File: config.mk
export PLATFORM = sky130hd
export DESIGN_NAME = bst_bridge
export DESIGN_NICKNAME = d
export VERILOG_FILES = /design/src/design/bst_pkg.sv /design/src/design/bst_buf2.sv /design/src/design/bst_tlp_hdr.sv /design/src/design/bst_bridge.sv
export SDC_FILE = /design/constraint.sdc
export NUM_CORES = 1
export LEC_CHECK = 0
export BUFFER_PORTS_ARGS = -buffer_cell sky130_fd_sc_hd__buf_2
export CORE_AREA = 2 2 606 608
export DETAILED_ROUTE_END_ITERATION = 10
export DIE_AREA = 0 0 608 610
export SLEW_MARGIN = 20
export SYNTH_ARGS = -nofsm -noshare
export SYNTH_HDL_FRONTEND = slang
export SYNTH_HIERARCHICAL = 1
export SYNTH_SLANG_ARGS = --single-unit
File: constraint.sdc
create_clock -name REF_CLK -period 5.07 [get_ports REF_CLK]
set_input_delay 0.7605 -clock REF_CLK [delete_from_list [all_inputs] [get_ports REF_CLK]]
set_output_delay 0.7605 -clock REF_CLK [all_outputs]
set_load 0.01 [all_outputs]
File: src/design/bst_pkg.sv
package bst_pkg;
    // link generation picks the data bus width: 256 bits gen4 x4, 128 bits gen3 x4
    localparam bit LINK_GEN4 = 1'b1;
    localparam int DATA_W_GEN4 = 256;
    localparam int DATA_W_GEN3 = 128;
    localparam int DATA_W = LINK_GEN4 ? DATA_W_GEN4 : DATA_W_GEN3;
    localparam int STRB_W = DATA_W / 8;
    localparam int DW_PER_BEAT = DATA_W / 32;
    localparam int BUF_DEPTH = 2;

    // request header layout towards the link
    localparam int HDR_W = 128;
    localparam int HDR_TYPE_LSB = 120;
    localparam int HDR_RID_LSB = 104;
    localparam int HDR_FUNC_LSB = 88;
    localparam int HDR_LEN_LSB = 76;
    localparam logic [7:0] TYPE_MRD = 8'h20;
    localparam logic [7:0] TYPE_MWR = 8'h60;

    localparam logic [1:0] BURST_INCR = 2'h1;
    localparam logic [1:0] RESP_OKAY = 2'h0;
    localparam logic [1:0] RESP_EXOKAY = 2'h1;
    localparam logic [1:0] RESP_SLVERR = 2'h2;

    localparam logic [1:0] MODE_BAS = 2'h0;
    localparam logic [1:0] MODE_BAM_BAS = 2'h1;
    localparam logic [1:0] MODE_BAM_BAS_DMA = 2'h2;

    // register map
    localparam logic [7:0] REG_CTRL = 8'h00;
    localparam logic [7:0] REG_STATUS = 8'h04;
    localparam logic [7:0] REG_COUNT = 8'h08;
    localparam int CTRL_MODE_LSB = 0;
    localparam int CTRL_RP_BIT = 2;
    localparam logic [31:0] CTRL_RESET = 32'h0000_0000;
    localparam int STAT_WR_BUSY = 0;
    localparam int STAT_RD_BUSY = 1;
    localparam int STAT_ERR_ATTR = 2;
    localparam int STAT_ERR_LEN = 3;
    localparam int STAT_TLP_PEND = 4;

    typedef enum logic [2:0] {
        ST_IDLE = 3'b000,
        ST_WR_DATA = 3'b001,
        ST_WR_RESP = 3'b010,
        ST_RD_REQ = 3'b011,
        ST_RD_DATA = 3'b100
    } bst_state_t;

    function automatic logic bst_port_present(input logic [1:0] mode);
        return (mode == MODE_BAS) || (mode == MODE_BAM_BAS) || (mode == MODE_BAM_BAS_DMA);
    endfunction
endpackage

File: src/design/bst_buf2.sv
`timescale 1ns/1ps
module bst_buf2 import bst_pkg::*; #(
    parameter int W = 8
) (
    input wire logic clk,
    input wire logic rst_n,
    input wire logic in_valid,
    output logic in_ready,
    input wire logic [W-1:0] in_data,
    output logic out_valid,
    input wire logic out_ready,
    output logic [W-1:0] out_data
);
    typedef struct packed {
        logic [BUF_DEPTH-1:0][W-1:0] mem;
        logic wp;
        logic rp;
        logic [1:0] cnt;
    } bst_buf_t;

    bst_buf_t s;
    bst_buf_t next_s;
    logic push;
    logic pop;

    assign in_ready = (s.cnt != 2'(BUF_DEPTH));
    assign out_valid = (s.cnt != 2'h0);
    assign out_data = s.mem[s.rp];
    assign push = in_valid && in_ready;
    assign pop = out_valid && out_ready;

    always_comb begin
        next_s = s;
        if (push) begin
            next_s.mem[s.wp] = in_data;
            next_s.wp = ~s.wp;
        end
        if (pop) begin
            next_s.rp = ~s.rp;
        end
        next_s.cnt = 2'(s.cnt + 2'(push) - 2'(pop));
    end

    always_ff @(posedge clk or negedge rst_n) begin
        if (!rst_n) begin
            s <= '0;
        end else begin
            s <= next_s;
        end
    end
endmodule // bst_buf2

File: src/design/bst_tlp_hdr.sv
`timescale 1ns/1ps
module bst_tlp_hdr import bst_pkg::*; (
    input wire logic is_write,
    input wire logic rp_mode,
    input wire logic [63:0] addr,
    input wire logic [7:0] len,
    input wire logic [15:0] user,
    output logic [HDR_W-1:0] hdr
);
    logic [11:0] dw_count;

    // a full 256-beat burst is 2048 dwords, so the count field is 12 bits
    assign dw_count = 12'((32'(len) + 32'd1) * DW_PER_BEAT);

    always_comb begin
        hdr = '0;
        hdr[HDR_TYPE_LSB +: 8] = is_write ? TYPE_MWR : TYPE_MRD;
        if (rp_mode) begin
            hdr[HDR_RID_LSB +: 16] = user;
        end else begin
            hdr[HDR_FUNC_LSB +: 16] = user;
        end
        hdr[HDR_LEN_LSB +: 12] = dw_count;
        hdr[63:0] = addr;
    end
endmodule // bst_tlp_hdr

File: src/design/bst_bridge.sv
`timescale 1ns/1ps
// Notes on behaviour
// - each accepted read burst becomes a memory read, each write a memory write
// - data buses are 256 bits for gen4 x4, 128 bits for gen3 x4
// - root port: write sideband becomes the write request's requester id
// - read sideband has same layout; root port uses it as read requester id
// - read response never carries exclusive-okay
// - protection inputs are ignored
// - 4-bit ids; responses and read beats return the request's id
// - length field gives beat count minus one; data carries length plus one beats
// - strobes mark valid byte lanes; only those bytes are written
// - manager marks last write beat; bridge marks last read beat
// - address channels carry the 64-bit address of the first beat
// - port exists only in the three bursting-slave user modes
module bst_bridge import bst_pkg::*; (
    input wire logic REF_CLK,
    input wire logic RSTN,
    input wire logic HSEL,
    input wire logic [31:0] HADDR,
    input wire logic [1:0] HTRANS,
    input wire logic HWRITE,
    input wire logic [2:0] HSIZE,
    input wire logic [31:0] HWDATA,
    input wire logic HREADY,
    output logic HREADYOUT,
    output logic [31:0] HRDATA,
    output logic HRESP,
    input wire logic AWVALID,
    output logic AWREADY,
    input wire logic [3:0] AWID,
    input wire logic [63:0] AWADDR,
    input wire logic [15:0] WR_REQ_FUNCTION_SIDEBAND,
    input wire logic [7:0] AWLEN,
    input wire logic [2:0] AWSIZE,
    input wire logic [1:0] AWBURST,
    input wire logic AWLOCK,
    input wire logic [2:0] AWPROT,
    input wire logic WVALID,
    output logic WREADY,
    input wire logic [DATA_W-1:0] WDATA,
    input wire logic [STRB_W-1:0] WSTRB,
    input wire logic WLAST,
    output logic BVALID,
    input wire logic BREADY,
    output logic [3:0] BID,
    output logic [1:0] WR_RESPONSE_CODE,
    input wire logic ARVALID,
    output logic ARREADY,
    input wire logic [3:0] ARID,
    input wire logic [63:0] ARADDR,
    input wire logic [15:0] RD_REQ_FUNCTION_SIDEBAND,
    input wire logic [7:0] ARLEN,
    input wire logic [2:0] ARSIZE,
    input wire logic [1:0] ARBURST,
    input wire logic ARLOCK,
    input wire logic [2:0] ARPROT,
    output logic RVALID,
    input wire logic RREADY,
    output logic [3:0] RID,
    output logic [DATA_W-1:0] RDATA,
    output logic [1:0] RD_RESPONSE_CODE,
    output logic RLAST,
    output logic TLP_VALID,
    input wire logic TLP_READY,
    output logic TLP_SOP,
    output logic TLP_LAST,
    output logic [HDR_W-1:0] TLP_HDR,
    output logic [DATA_W-1:0] TLP_DATA,
    output logic [STRB_W-1:0] TLP_BE,
    input wire logic CPL_VALID,
    output logic CPL_READY,
    input wire logic [DATA_W-1:0] CPL_DATA,
    input wire logic [1:0] CPL_STATUS
);
    typedef struct packed {
        bst_state_t state;
        logic [3:0] id;
        logic [15:0] user;
        logic [63:0] addr;
        logic [7:0] len;
        logic [7:0] cnt;
        logic bad;
        logic bvalid;
        logic [1:0] bresp;
        logic tv;
        logic tsop;
        logic tlast;
        logic [HDR_W-1:0] thdr;
        logic [DATA_W-1:0] tdata;
        logic [STRB_W-1:0] tbe;
        logic [1:0] mode;
        logic rp;
        logic err_attr;
        logic err_len;
        logic [15:0] wr_done;
        logic [15:0] rd_done;
        logic ah_wr;
        logic [7:0] ah_addr;
        logic [31:0] hrdata;
    } bst_bridge_t;

    bst_bridge_t s;
    bst_bridge_t next_s;
    logic [HDR_W-1:0] hdr;
    logic [1:0] cpl_resp;
    logic buf_in_valid;
    logic buf_in_ready;
    logic [DATA_W+1:0] buf_out;
    logic port_on;
    logic tlp_free;
    logic aw_take;
    logic ar_take;
    logic w_take;
    logic r_take;
    logic ah_addr_phase;

    bst_tlp_hdr u_hdr (
        .is_write(s.state == ST_WR_DATA),
        .rp_mode(s.rp),
        .addr(s.addr),
        .len(s.len),
        .user(s.user),
        .hdr(hdr)
    );

    // exclusive-okay from the link is folded into slave error
    assign cpl_resp = (CPL_STATUS == RESP_EXOKAY) ? RESP_SLVERR : CPL_STATUS;
    assign buf_in_valid = CPL_VALID && (s.state == ST_RD_DATA);
    assign CPL_READY = buf_in_ready && (s.state == ST_RD_DATA);

    // two-entry buffer keeps completion beats while the manager stalls RREADY
    bst_buf2 #(.W(DATA_W + 2)) u_rbuf (
        .clk(REF_CLK),
        .rst_n(RSTN),
        .in_valid(buf_in_valid),
        .in_ready(buf_in_ready),
        .in_data({cpl_resp, CPL_DATA}),
        .out_valid(RVALID),
        .out_ready(RREADY),
        .out_data(buf_out)
    );

    assign RDATA = buf_out[DATA_W-1:0];
    assign RD_RESPONSE_CODE = buf_out[DATA_W +: 2];
    assign RID = s.id;
    assign RLAST = (s.cnt == s.len);

    assign port_on = bst_port_present(s.mode);
    assign tlp_free = !s.tv || TLP_READY;
    // writes win when both address channels are valid; reads wait as long as AWVALID stays high
    assign AWREADY = (s.state == ST_IDLE) && port_on;
    assign ARREADY = (s.state == ST_IDLE) && port_on && !AWVALID;
    assign WREADY = (s.state == ST_WR_DATA) && tlp_free;
    assign aw_take = AWVALID && AWREADY;
    assign ar_take = ARVALID && ARREADY;
    assign w_take = WVALID && WREADY;
    assign r_take = RVALID && RREADY;

    assign BVALID = s.bvalid;
    assign BID = s.id;
    assign WR_RESPONSE_CODE = s.bresp;
    assign TLP_VALID = s.tv;
    assign TLP_SOP = s.tsop;
    assign TLP_LAST = s.tlast;
    assign TLP_HDR = s.thdr;
    assign TLP_DATA = s.tdata;
    assign TLP_BE = s.tbe;

    assign HREADYOUT = 1'b1;
    assign HRESP = 1'b0;
    assign HRDATA = s.hrdata;
    assign ah_addr_phase = HSEL && HREADY && HTRANS[1];

    always_comb begin
        next_s = s;
        // register port; only the low address byte is decoded, so the map aliases
        if (HREADY) begin
            next_s.ah_wr = ah_addr_phase && HWRITE;
        end
        if (ah_addr_phase) begin
            next_s.ah_addr = HADDR[7:0];
            if (!HWRITE) begin
                unique case (HADDR[7:0])
                    REG_CTRL: next_s.hrdata = {29'h0, s.rp, s.mode};
                    REG_STATUS: next_s.hrdata = {27'h0, s.tv, s.err_len, s.err_attr,
                        (s.state == ST_RD_REQ) || (s.state == ST_RD_DATA),
                        (s.state == ST_WR_DATA) || (s.state == ST_WR_RESP)};
                    REG_COUNT: next_s.hrdata = {s.rd_done, s.wr_done};
                    default: next_s.hrdata = 32'h0000_0000;
                endcase
            end
        end
        if (s.ah_wr) begin
            if (s.ah_addr == REG_CTRL) begin
                next_s.mode = HWDATA[CTRL_MODE_LSB +: 2];
                next_s.rp = HWDATA[CTRL_RP_BIT];
            end
            // error flags clear on write-one; a new error below still wins
            if (s.ah_addr == REG_STATUS) begin
                next_s.err_attr = s.err_attr && !HWDATA[STAT_ERR_ATTR];
                next_s.err_len = s.err_len && !HWDATA[STAT_ERR_LEN];
            end
        end

        if (TLP_READY) begin
            next_s.tv = 1'b0;
        end

        unique case (s.state)
            ST_IDLE: begin
                next_s.cnt = 8'h00;
                if (aw_take) begin
                    next_s.state = ST_WR_DATA;
                    next_s.id = AWID;
                    next_s.addr = AWADDR;
                    next_s.len = AWLEN;
                    next_s.user = WR_REQ_FUNCTION_SIDEBAND;
                    // protection and size are not looked at
                    next_s.bad = (AWBURST != BURST_INCR) || AWLOCK;
                    if ((AWBURST != BURST_INCR) || AWLOCK) begin
                        next_s.err_attr = 1'b1;
                    end
                end else if (ar_take) begin
                    next_s.state = ST_RD_REQ;
                    next_s.id = ARID;
                    next_s.addr = ARADDR;
                    next_s.len = ARLEN;
                    next_s.user = RD_REQ_FUNCTION_SIDEBAND;
                    if ((ARBURST != BURST_INCR) || ARLOCK) begin
                        next_s.err_attr = 1'b1;
                    end
                end
            end
            ST_WR_DATA: begin
                if (w_take) begin
                    next_s.tv = 1'b1;
                    next_s.tsop = (s.cnt == 8'h00);
                    next_s.tlast = WLAST;
                    next_s.thdr = hdr;
                    next_s.tdata = WDATA;
                    next_s.tbe = WSTRB;
                    next_s.cnt = 8'(s.cnt + 8'h01);
                    if (WLAST != (s.cnt == s.len)) begin
                        next_s.err_len = 1'b1;
                    end
                    // the burst closes on the beat marked last, even if miscounted
                    if (WLAST) begin
                        next_s.state = ST_WR_RESP;
                        next_s.bvalid = 1'b1;
                        next_s.bresp = s.bad ? RESP_SLVERR : RESP_OKAY;
                    end
                end
            end
            ST_WR_RESP: begin
                if (BREADY) begin
                    next_s.bvalid = 1'b0;
                    next_s.state = ST_IDLE;
                    next_s.wr_done = 16'(s.wr_done + 16'h0001);
                end
            end
            ST_RD_REQ: begin
                // waits for a write beat still held on the link side
                if (tlp_free) begin
                    next_s.tv = 1'b1;
                    next_s.tsop = 1'b1;
                    next_s.tlast = 1'b1;
                    next_s.thdr = hdr;
                    next_s.tdata = '0;
                    next_s.tbe = '0;
                    next_s.state = ST_RD_DATA;
                end
            end
            ST_RD_DATA: begin
                if (r_take) begin
                    next_s.cnt = 8'(s.cnt + 8'h01);
                    if (RLAST) begin
                        next_s.state = ST_IDLE;
                        next_s.rd_done = 16'(s.rd_done + 16'h0001);
                    end
                end
            end
            default: next_s.state = ST_IDLE;
        endcase
    end

    always_ff @(posedge REF_CLK or negedge RSTN) begin
        if (!RSTN) begin
            s <= '0;
            s.mode <= CTRL_RESET[CTRL_MODE_LSB +: 2];
            s.rp <= CTRL_RESET[CTRL_RP_BIT];
        end else begin
            s <= next_s;
        end
    end
endmodule // bst_bridge

==> metrics.txt <==
Relative slew margins=approximately 37%; CP top delay family=simple AND/OR/NAND/NOR gates; DRC violations left=0; Slew Limit Fails=0; Final HPWL DP=224000 um; total gr overflow=0; reg2reg path depth=5; CTS root buf=clkbuf_16; Reg area=28100 sq um; nets=5596; worst-margin pin slew=0.946 ns; DR WL/cell=27.8 um; Routed Wire Length=272000 um; slowest CP cell=nor2_1; arrival time at the worst endpoint=roughly 3 ns; critical path class=reg -> out; setup tns final=0 ns; worst endpoint required time=approximately 4.3 ns; layout cells sized above 1=55.9%; hold path depth=3; worst path cell trace=xnor2_1 -> nand4_1 -> nor2_1 -> buf_2; register area share after synthesis=55.2%; Fill cells=40100; CTS tree=built; EDFF count, synth=0; Post-DRT Antenna Nets=0; Gates resized, CTS repair=0; Avg Inst Size Synth=roughly 13 sq um; clock-pin slew on the worst setup and hold paths=0.06 ns; Max VDD drop=303 uV; Netlist cell types=60; total global-route track usage=between 10% and 20%; Fmax=263 MHz; slowest stage delay, CP=between 0.7 and 0.8 ns; Vert. Die Dim=slightly above 600 um; status=completed; WHS Endpoint=s[519]$_DFFE_PN0P_; synthesis-to-finish area growth=27.6%; critical path fanouts, max=9; ys async rst share=100%; vias in the first global route=34800; Die Area=roughly 370000 sq um; critical path startpoint category=flip-flop; via count=34700; RSZ-0062 raised after global routing=no; worst path buffer plus inverter count=1; reg2reg end=u_rbuf/s[15]$_DFFE_PN0P_; worst-case clock buffer depth=4; register-to-register path setup slack=1.66 ns; Critical Path Sink Type=output pin; Max Cap Viol=0; placer congestion estimate=~0.97; Initial Utilization=roughly 14%; top_reg_cell synth=dfrtp_1; FP Rows=222; Iter 0 DRT Violations=2071; IO Pins=around 1600; Pwr Density=635 nW/um^2; die width=608 um; Core Area=364000 sq um; Multi-input gate area=roughly 18000 sq um; HP Class=in -> reg; Hold Buf Count CTS=1; Final min period=3.80 ns; Final Cycle Share=74.9%; Port Buffer Count=1486; Syn. warnings=6; FF-to-FF Start=s[602]$_DFFE_PN0P_; final hold violations=0; leakage=between 30 and 40 nW; Worst Clk Skew=0.0516 ns; Tot Pwr=0.0413 W; first-pass GRT wire length=349000 um; post-synthesis register bit count=1123; utilization after layout=17.8%; synthesized area=50900 sq um; final instance area=~65000 sq um; worst hold start=AWADDR[2]; DR pass1 iterations=5; via/cell ratio=3.54; Worst-Skew Late Latency=0.82 ns; pin count of the biggest net entering global routing=151; most frequent cells in the layout=buf_2, dfrtp_1, mux2_2; CTS buffer count=147; Clock Sinks=1123; final setup fails=0; Cells after Synth=3807; # Post-CTS Setup Buffers=0; H-tree levels=4; commonest non-fill, non-tap cell in the layout=buf_2; dpl cell area=around 60000 sq um; antenna violations before repair=230
==> layer usage <==
metal  up-vias  GRT usage, %  wire length [um]
met5         -             0               347
met4        54          7.17             14500
met3       618          4.83             22700
met2      1619          23.8            132000
met1     17500          15.7            102000
li1      14800             -                 -
==> worst max path at each step <==
stage                     depth (start not counted)                       end  slack [ns]                from
final                                             4                     RLAST        1.27  s[516]$_DFFE_PN0P_
after global routing                              4                     RLAST        1.13  s[516]$_DFFE_PN0P_
after CTS                                         4                     RLAST        1.15  s[516]$_DFFE_PN0P_
after detailed placement                          5  u_rbuf/s[15]$_DFFE_PN0P_        1.69  s[602]$_DFFE_PN0P_
after global placement                            5  u_rbuf/s[14]$_DFFE_PN0P_        1.72  s[602]$_DFFE_PN0P_
after floorplan                                   6    HRDATA[11]$_DFFE_PN0P_        2.56            HADDR[1]
==> worst register-to-register path: stages, from the launching register on <==
cell and delay (ns):
dfrtp_1 0.58, nor3b_1 0.54, and2_1 0.39, and3b_4 0.70, buf_4 0.65, mux2_2 0.40
==> report_power, final <==
part	leakage, nW	switching [W]	internal, W
combinational	14.7	0.00907	0.00700
clock	2.34	0.00445	0.00610
sequential	14.5	0.00217	0.0125
total	31.6	0.0157	0.0256
==> registers in the layout, summed over array words and instances (netlist names) <==
register / cells
TLP_LAST: 1
BVALID: 1
TLP_VALID: 1
TLP_HDR: 128
s: 146
WR_RESPONSE_CODE: 1
TLP_DATA: 256
TLP_SOP: 1
TLP_BE: 32
u_rbuf/s: 520
BID: 4
HRDATA: 32
==> cell type report <==
cell class	count	area share, %
diodes	104	0.400
flip-flops and latches	1123	43.2
well taps	4816	9.27
clock inverters	55	0.965
multi-input cells	1924	27.0
clock buffers	200	6.38
inverters	13	0.0751
repair buffers	1551	12.7
==> logic make-up after synthesis <==
family	after synthesis	share of synthesized area, %
flip-flops	1123	55.2
multiplexers	919	21.8
other	4	0.0295
adder cells (fa/ha/maj)	6	0.147
XOR/XNOR	50	0.860
buffers and inverters	781	10.6
AND/OR/NAND/NOR	554	5.23
AO/OA/AOI/OAI	370	6.12
==> metrics by stage <==
stage          worst slack (ns)  cells  hold WS [ns]
2_1_floorplan              2.56   3828         0.446
3_3_place_gp               1.72   9425         0.462
3_5_place_dp               1.69   9425         0.470
4_1_cts                    1.15   9681       0.00754
5_1_grt                    1.13   9766        0.0408
6_report                   1.27   9786         0.135
==> cell usage after synthesis, types with 13 or more instances <==
cell	count	area (sq um)
dfrtp_1	1123	28100
mux2_2	716	8060
buf_4	547	4110
a22o_1	317	2780
nand2_1	220	826
mux2_4	200	3000
nand3_1	199	996
buf_2	95	475
clkbuf_1	95	357
xnor2_1	40	350
nor2_1	32	120
and2_1	23	144
buf_8	22	330
o21ai_0	20	100
nand4_1	16	100
nor2b_1	16	100
inv_1	13	48.8
Note: power is estimated with default switching activity, not from simulation.
